**config.mk**
```make
export PLATFORM = sky130hd
export DESIGN_NAME = odc_oscillator_divider_control
export DESIGN_NICKNAME = d
export VERILOG_FILES = /design/src/odc_pkg.sv /design/src/odc_oscillator_divider_control.sv
export SDC_FILE = /design/constraint.sdc
export NUM_CORES = 1
export LEC_CHECK = 0
export ABC_AREA = 1
export BUFFER_PORTS_ARGS = -buffer_cell sky130_fd_sc_hd__buf_2
export CELL_PAD_IN_SITES_DETAIL_PLACEMENT = 0
export CELL_PAD_IN_SITES_GLOBAL_PLACEMENT = 1
export CORE_MARGIN = 5
export CORE_UTILIZATION = 25
export DETAILED_ROUTE_END_ITERATION = 7
export GPL_ROUTABILITY_DRIVEN = 0
export PLACE_DENSITY_LB_ADDON = 0.1
export SYNTH_ARGS = -nofsm -noshare
export SYNTH_HDL_FRONTEND = slang
export SYNTH_SLANG_ARGS = --single-unit
```
**constraint.sdc**
```tcl
create_clock -name ref_clk -period 2.5 [get_ports ref_clk]
set_input_delay 0.125 -clock ref_clk [delete_from_list [all_inputs] [get_ports ref_clk]]
set_output_delay 0.125 -clock ref_clk [all_outputs]
set_load 0.01 [all_outputs]
```
**src/odc_pkg.sv**
```systemverilog
package odc_pkg;

  // ----------------------------------------------------------------
  // Register bus geometry
  // ----------------------------------------------------------------
  localparam int          ADDR_W   = 8;     // Byte address width
  localparam int          DATA_W   = 32;    // Data word width
  localparam logic [7:0]  OFS_CTRL = 8'h00; // Oscillator control register
  localparam logic [7:0]  OFS_KEY  = 8'h04; // Unlock key / lock status

  // Unlock keys, values are arbitrary
  localparam logic [31:0] KEY_FIRST  = 32'hC0DE_0A11;
  localparam logic [31:0] KEY_SECOND = 32'h0A11_C0DE;

  // ----------------------------------------------------------------
  // Field positions in the oscillator control and key registers
  // ----------------------------------------------------------------
  localparam int PLLDIV_LSB = 27; // PLL post-divider code, 3 bits
  localparam int FAST_RC_DIVIDER_LSB = 24; // Fast RC divider code, 3 bits
  localparam int SECONDARY_OSCILLATOR_BIT   = 22; // Secondary oscillator ready
  localparam int PBRDY_BIT  = 21; // Peripheral divisor ready
  localparam int PERIPH_BUS_DIVISOR_LSB  = 19; // Peripheral bus divisor, 2 bits
  localparam int MULT_LSB   = 16; // PLL multiplier, 3 bits
  localparam int NEW_OSCILLATOR_SELECT_LSB   = 8;  // New oscillator select, 3 bits
  localparam int UNLK_BIT   = 0;  // Unlocked flag in key register

  // ----------------------------------------------------------------
  // Reset values and counter geometry
  // ----------------------------------------------------------------
  localparam logic [2:0] FAST_RC_DIVIDER_RST = 3'h1; // Fast RC divided by two
  localparam logic [2:0] CODE_MAX   = 3'h7; // Code with the odd factor
  localparam int         CNT_W      = 8;    // Divider counter width
  localparam logic [7:0] LAST_MAX   = 8'hFF; // Factor 256 minus one
  localparam logic [7:0] ONE_CNT    = 8'h01; // Unit step

  // Configuration-derived fields, loaded at power-on reset
  typedef struct packed {
    logic [2:0] pllOutDiv;   // PLL post-divider code
    logic [2:0] pll_multiplier;     // PLL multiplier code
    logic [1:0] periph_bus_divisor;       // Peripheral bus divisor code
    logic [2:0] newOscSel;   // New oscillator select
  } odc_cfg_t;

  // Writable fields of the oscillator control register
  typedef struct packed {
    logic [2:0] pllOutDiv;   // PLL post-divider code
    logic [2:0] fast_rc_divider;      // Fast RC divider code
    logic [1:0] periph_bus_divisor;       // Peripheral bus divisor code
    logic [2:0] pll_multiplier;     // PLL multiplier code
    logic [2:0] newOscSel;   // New oscillator select
  } odc_ctrl_t;

  // Terminal count of a divider: factor minus one
  function automatic logic [7:0] odcLastCount(input logic [2:0] code);
    logic [7:0] lastCnt;
    lastCnt = (code == CODE_MAX) ? LAST_MAX
                                 : 8'((ONE_CNT << code) - ONE_CNT);
    return lastCnt;
  endfunction

endpackage

```
**src/odc_oscillator_divider_control.sv**
```systemverilog
`timescale 1ns/1ps

// ------------------------------------------------------------------
// Enable-pulse divider: one pulse every (lastCnt + 1) source ticks
// ------------------------------------------------------------------
module odc_clk_div #(
  parameter int W = 8                    // Counter width
) (
  input  wire logic         ref_clk,     // System clock
  input  wire logic         rst_n,       // Synchronous reset, low
  input  wire logic         clkEn,       // Freezes state while low
  input  wire logic         tick,        // Source clock tick
  input  wire logic         restart,     // Realign on a new factor
  input  wire logic [W-1:0] lastCnt,     // Factor minus one
  output logic              pulse        // One-cycle divided enable
);

  logic [W-1:0] cnt_reg;                 // Ticks seen this period
  logic         atEnd;                   // Period completes on tick

  assign atEnd = (cnt_reg == lastCnt);

  // Count ticks; a restart drops any half-done period
  always_ff @(posedge ref_clk) begin
    if (!rst_n) begin
      cnt_reg <= '0;
      pulse   <= 1'b0;
    end else if (clkEn) begin
      if (restart) begin
        cnt_reg <= '0;
        pulse   <= 1'b0;
      end else if (tick) begin
        cnt_reg <= atEnd ? '0 : W'(cnt_reg + 1'b1);
        pulse   <= atEnd;
      end else begin
        pulse   <= 1'b0;
      end
    end
  end

endmodule

// Functional notes
// - PLL post-divider code selects 1..64 or 256
// - Fast RC divider same encoding, default 2
// - Bit 22 shows secondary oscillator ready
// - Bit 21 gates peripheral divisor writes
// - Peripheral clock is system clock over 1..8
// - Control writes need the unlock sequence
// - Bits 31-30 and 23 read zero
// - Power-on reset loads configuration-derived fields
module odc_oscillator_divider_control
  import odc_pkg::*;
(
  input  wire logic              ref_clk,       // System clock, 20 MHz
  input  wire logic              rst_n,         // Synchronous reset, low
  input  wire logic              clkEn,         // Freezes state while low
  input  wire logic [ADDR_W-1:0] addr,          // Register byte address
  input  wire logic [DATA_W-1:0] wrData,        // Write data
  input  wire logic              wrStrobe,      // Write strobe
  input  wire logic              rdStrobe,      // Read strobe
  output logic      [DATA_W-1:0] rdData,        // Read data, next cycle
  input  wire odc_cfg_t          cfg,           // Configuration bits
  input  wire logic              pllTick,       // PLL output tick
  input  wire logic              frcTick,       // Fast RC tick
  input  wire logic              secOscRunning, // Secondary osc stable
  output odc_ctrl_t              ctrlOut,       // Control fields
  output logic                   pllClkEn,      // Divided PLL enable
  output logic                   frcClkEn,      // Divided fast RC enable
  output logic                   periphClkEn,   // Peripheral bus enable
  output logic                   periphDivReady // Divisor may be written
);

  // ----------------------------------------------------------------
  // State
  // ----------------------------------------------------------------
  odc_ctrl_t ctrl_reg;        // Control fields
  odc_ctrl_t ctrl_next;       // Control fields after a write
  logic      unlocked_reg;    // Unlock sequence completed
  logic      keyStage_reg;    // First key seen
  logic      pbRdy_reg;       // Peripheral divisor ready
  logic      pbRdy_next;      // Ready after this cycle

  // ----------------------------------------------------------------
  // Address decode
  // ----------------------------------------------------------------
  wire selCtrl   = (addr == OFS_CTRL);           // Control register
  wire selKey    = (addr == OFS_KEY);            // Key register
  wire wrKey     = wrStrobe && selKey;           // Key write
  wire wrCtrl    = wrStrobe && selCtrl;          // Any control write
  wire wrCtrlOk  = wrCtrl && unlocked_reg;
  wire [2:0] wPll  = wrData[PLLDIV_LSB +: 3];    // Written PLL code
  wire [2:0] wFrc  = wrData[FAST_RC_DIVIDER_LSB +: 3];    // Written RC code
  wire [1:0] wPb   = wrData[PERIPH_BUS_DIVISOR_LSB  +: 2];    // Written divisor
  wire [2:0] wMult = wrData[MULT_LSB   +: 3];    // Written multiplier
  wire [2:0] wNosc = wrData[NEW_OSCILLATOR_SELECT_LSB   +: 3];    // Written select

  // A divisor write only counts while ready, and only on a change
  wire pbWrOk   = wrCtrlOk && pbRdy_reg;
  wire pbChange = pbWrOk && (wPb != ctrl_reg.periph_bus_divisor);
  wire pllChange = wrCtrlOk && (wPll != ctrl_reg.pllOutDiv);
  wire frcChange = wrCtrlOk && (wFrc != ctrl_reg.fast_rc_divider);

  // Next control fields; locked writes leave all untouched
  always_comb begin
    ctrl_next = ctrl_reg;
    if (wrCtrlOk) begin
      ctrl_next.pllOutDiv = wPll;
      ctrl_next.fast_rc_divider    = wFrc;
      ctrl_next.pll_multiplier   = wMult;
      ctrl_next.newOscSel = wNosc;
      if (pbWrOk) begin
        ctrl_next.periph_bus_divisor = wPb;
      end
    end
  end

  // Divisor stays not-ready from a change until the realigned pulse.
  // The write wins over a stale pulse, since that pulse belongs to
  // the period that the restart throws away.
  always_comb begin
    if (pbChange) begin
      pbRdy_next = 1'b0;
    end else if (periphClkEn) begin
      pbRdy_next = 1'b1;
    end else begin
      pbRdy_next = pbRdy_reg;
    end
  end

  // ----------------------------------------------------------------
  // Read mux
  // ----------------------------------------------------------------
  logic [DATA_W-1:0] ctrlWord;   // Control register image
  logic [DATA_W-1:0] keyWord;    // Key register image
  logic [DATA_W-1:0] rdMux;      // Selected read value

  always_comb begin
    ctrlWord = '0;
    ctrlWord[PLLDIV_LSB +: 3] = ctrl_reg.pllOutDiv;
    ctrlWord[FAST_RC_DIVIDER_LSB +: 3] = ctrl_reg.fast_rc_divider;
    ctrlWord[SECONDARY_OSCILLATOR_BIT]        = secOscRunning;
    ctrlWord[PBRDY_BIT]       = pbRdy_reg;
    ctrlWord[PERIPH_BUS_DIVISOR_LSB  +: 2] = ctrl_reg.periph_bus_divisor;
    ctrlWord[MULT_LSB   +: 3] = ctrl_reg.pll_multiplier;
    ctrlWord[NEW_OSCILLATOR_SELECT_LSB   +: 3] = ctrl_reg.newOscSel;
    keyWord = '0;
    keyWord[UNLK_BIT] = unlocked_reg;
  end

  assign rdMux = selCtrl ? ctrlWord : (selKey ? keyWord : '0);

  // ----------------------------------------------------------------
  // Registers
  // ----------------------------------------------------------------
  // Reset is synchronous, so configuration bits can be caught here
  always_ff @(posedge ref_clk) begin
    if (!rst_n) begin
      ctrl_reg.pllOutDiv <= cfg.pllOutDiv;
      ctrl_reg.fast_rc_divider    <= FAST_RC_DIVIDER_RST;
      ctrl_reg.periph_bus_divisor     <= cfg.periph_bus_divisor;
      ctrl_reg.pll_multiplier   <= cfg.pll_multiplier;
      ctrl_reg.newOscSel <= cfg.newOscSel;
      pbRdy_reg          <= 1'b1;
    end else if (clkEn) begin
      ctrl_reg  <= ctrl_next;
      pbRdy_reg <= pbRdy_next;
    end
  end

  // Unlock: first key, then second key on the next key write.
  // Any other key write locks again, a cheap way back to safety.
  always_ff @(posedge ref_clk) begin
    if (!rst_n) begin
      keyStage_reg <= 1'b0;
      unlocked_reg <= 1'b0;
    end else if (clkEn && wrKey) begin
      keyStage_reg <= (wrData == KEY_FIRST);
      unlocked_reg <= keyStage_reg && (wrData == KEY_SECOND);
    end
  end

  // Read data stands in the cycle after the strobe only
  always_ff @(posedge ref_clk) begin
    if (!rst_n) begin
      rdData <= '0;
    end else if (clkEn) begin
      rdData <= rdStrobe ? rdMux : '0;
    end
  end

  assign ctrlOut        = ctrl_reg;
  assign periphDivReady = pbRdy_reg;

  // ----------------------------------------------------------------
  // Dividers, all as enables in the one clock domain
  // ----------------------------------------------------------------
  wire [7:0] pllLast = odcLastCount(ctrl_reg.pllOutDiv);
  wire [7:0] frcLast = odcLastCount(ctrl_reg.fast_rc_divider);
  wire [7:0] pbLast  = odcLastCount({1'b0, ctrl_reg.periph_bus_divisor});

  odc_clk_div #(.W(CNT_W)) uPllDiv (
    .ref_clk (ref_clk),
    .rst_n   (rst_n),
    .clkEn   (clkEn),
    .tick    (pllTick),
    .restart (pllChange),
    .lastCnt (pllLast),
    .pulse   (pllClkEn)
  );

  odc_clk_div #(.W(CNT_W)) uFrcDiv (
    .ref_clk (ref_clk),
    .rst_n   (rst_n),
    .clkEn   (clkEn),
    .tick    (frcTick),
    .restart (frcChange),
    .lastCnt (frcLast),
    .pulse   (frcClkEn)
  );

  // System clock ticks every cycle
  odc_clk_div #(.W(CNT_W)) uPbDiv (
    .ref_clk (ref_clk),
    .rst_n   (rst_n),
    .clkEn   (clkEn),
    .tick    (1'b1),
    .restart (pbChange),
    .lastCnt (pbLast),
    .pulse   (periphClkEn)
  );
endmodule

```
==> impl_metrics.tcl <==
set metrics [dict create \
    overflow 0 \
    crit_chain "nor2_1, nand2_1, ha_1, inv_1, o21ai_0, nand3_1, nand2_1, nand2_1, nand2_1, nor2_1, nand2_2, nand2_1, a21oi_1" \
    dpl-instance-area_um2 4370 \
    die_width_um 132.9 \
    reg2regPathDepth 13 \
    fill_cells 1647 \
    diodes 0 \
    avgSynthCellArea_um2 6.655 \
    cts_resized 0 \
    maxCapViolCount 0 \
    synth.distinct_cells 31 \
    ir_drop_v 0.0003115 \
    syn_inst 567 \
    wl_per_cell_um 13.95 \
    status "finished clean" \
    path_common_cell "nand2_1" \
    power_density_nw_per_um2 578.6 \
    max_stage_delay_ns 0.53 \
    grt_use_total_pct 13.80 \
    numCtsBuffers 9 \
    arrival_ns 2.33 \
    drt_iter0_markers 200 \
    pin_count 109 \
    fin_worst_skew_ns 0.006716 \
    drive_gt1_share_pct 19.34 \
    ys_seq_area_share_pct 35.28 \
    viasPerCell 4.502 \
    finalMaxSlewViolations 0 \
    period_needed_ns 2.120 \
    asyncSetResetFlopFracSynth_pct 0 \
    fmax_mhz 471.7 \
    vias 3827 \
    largest_reg_flops 17 \
    port_buffers 93 \
    setup_tns_ns 0 \
    synth_area_leader_cell "dfxtp_1" \
    synth_area_leaders "dfxtp_1 (27%), nand2_1 (15%), edfxtp_1 (8.8%), nand3_1 (7.3%), nor2_1 (6.4%)" \
    clkTransAtPathRegs_ns 0.06 \
    critPathSlowestCell "edfxtp_1" \
    die_y_um 132.9 \
    yosys_warnings 0 \
    grt_pass1_vias 3676 \
    syn_to_final_growth_pct 24.27 \
    worstMarginPinSlew_ns 0.6206 \
    setup_viol 0 \
    top_register "rdData" \
    fin_util_pct 31.31 \
    finalInstanceArea_um2 4690 \
    path_class "flip-flop to flip-flop" \
    core-area_um2 14980 \
    syn_area_um2 3774 \
    hold_depth 3 \
    antenna_found_initial 0 \
    leakagePower_nw 2.056 \
    synth_seq_cells 61 \
    initial_utilization_pct 25.20 \
    nets 721 \
    antenna_left 0 \
    cts_tree "built" \
    yosysTopAreaCellShare_pct 26.53 \
    endpoint_kind "flip-flop" \
    clk_path_buf_depth 2 \
    start_kind "flip-flop" \
    synth_ff_type "dfxtp_1" \
    cp_data_required_time_ns 2.71 \
    synth_edf_count 11 \
    worst-path-max-fanout 9 \
    cts.sink_count 61 \
    grt_max_degree 24 \
    post-route-period-util_pct 84.80 \
    hpwl_um 9263 \
    setup_ws_ns 0.3801 \
    rows 45 \
    hold_violations 0 \
    routed_wl_um 11860 \
    cts_root_buffer "clkbuf_16" \
    ctsHoldBuffers 0 \
    drc 0 \
    relSlewSlack_pct 58.58 \
    dieArea_um2 17650 \
    grt_pass1_wl_um 19220 \
    rsz0062_at_grt "no" \
    hold_path_class "primary input to flip-flop" \
    place_ws_ns 0.4076 \
    post_cts_buffers 0 \
    clk_latency_ns 0.34 \
    holdWs_ns 0.04694 \
    firstDrtPassIters 4 \
    htreeDepth 3 \
]
## cells by family after synthesis
family | count (synthesis) | synth area share [%]
and+or+nand+nor | 320 | 37.00
other | 1 | 0.09937
AOI/OAI and AO/OA | 66 | 9.218
buffers and inverters | 91 | 11.41
xor gates and xnor gates | 23 | 5.338
DFF | 61 | 35.28
adders and majority gates | 5 | 1.658
## synth_stat cells (all sizes together) (3+ instances only)
library cell  number
nand2            159
nor2              66
nand3             56
inv               53
dfxtp             50
a21oi             41
buf               29
o21ai             19
nand4             18
xor2              12
edfxtp            11
xnor2             11
clkbuf             9
nand3b             6
nor3               6
nor4               6
ha                 5
o31ai              3
## worst max-delay path: cells and delay by family (launching register included)
kind / cells / cell delay, ns
adders and majority gates: 1 / 0.26
AOI/OAI and AO/OA: 2 / 0.13
buffers and inverters: 1 / 0.10
and+or+nand+nor: 9 / 0.96
DFF: 1 / 0.53
## final timing paths
check	startpoint	to	slack, ns
max	ctrlOut[11]$_DFFE_PP_	uPllDiv.cnt_reg[1]$_SDFFE_PN0P_	0.38
min	secOscRunning	rdData[22]$_SDFFE_PN0P_	0.05
max reg2reg	ctrlOut[11]$_DFFE_PP_	uPllDiv.cnt_reg[1]$_SDFFE_PN0P_	0.38
min reg2reg	rdData[22]$_SDFFE_PN0P_	rdData[22]$_SDFFE_PN0P_	0.46
## cells in the final DEF (no fill, tap or decap)
cell type / count
nand2_1: 155
nand3_2: 1
inv_2: 1
nor2_2: 2
xor2_1: 12
ha_1: 5
nor3b_1: 1
nand4_2: 1
clkinvlp_4: 1
buf_2: 93
or2_2: 1
xnor2_1: 11
nand3b_1: 6
bufinv_16: 2
o21ai_2: 1
nand2_2: 4
clkbuf_16: 9
a21oi_1: 41
inv_1: 52
nor2b_1: 1
nor4_1: 6
a31oi_1: 1
nor2_1: 64
nor3_1: 6
clkinv_2: 1
conb_1: 15
o21ai_0: 18
dfxtp_1: 50
nand4_1: 17
edfxtp_1: 11
clkbuf_1: 2
o211ai_1: 2
clkbuf_8: 1
nand3_1: 55
o31ai_1: 3
buf_4: 10
## metrics by stage
| step | power [mW] | std cells |
|---|---|---|
| 3_5_place_dp | 1.371 | 834 |
| 6_report | 2.713 | 850 |
| 5_1_grt | 2.845 | 850 |
| 2_1_floorplan | 1.260 | 581 |
| 4_1_cts | 2.753 | 850 |
| 3_3_place_gp | 1.369 | 834 |
## per-layer routing
metal | up-vias | global-route usage [%] | wire, um
met5 | - | 0 | 0
met4 | 0 | 6.236 | 268
met3 | 16 | 3.422 | 656
met2 | 98 | 21.67 | 5274
met1 | 1717 | 17.85 | 5658
li1 | 1996 | - | -
## power by group
group          internal (mW)  switching [mW]  total [mW]
clock network          0.899           0.469        1.37
registers               1.03          0.0276        1.05
logic                  0.107           0.184       0.291
total                   2.03           0.681        2.71
## cell type report
type	instances	area, um^2	area share, %
inverters	53	198.9	4.242
flip-flops and latches	61	1331	28.39
multi-input cells	429	2064	44.02
clock buffers	12	246.5	5.256
well taps	188	235.2	5.016
repair buffers	103	540.5	11.53
clock inverters	4	72.57	1.547
Power figures use the tool's default switching activity.
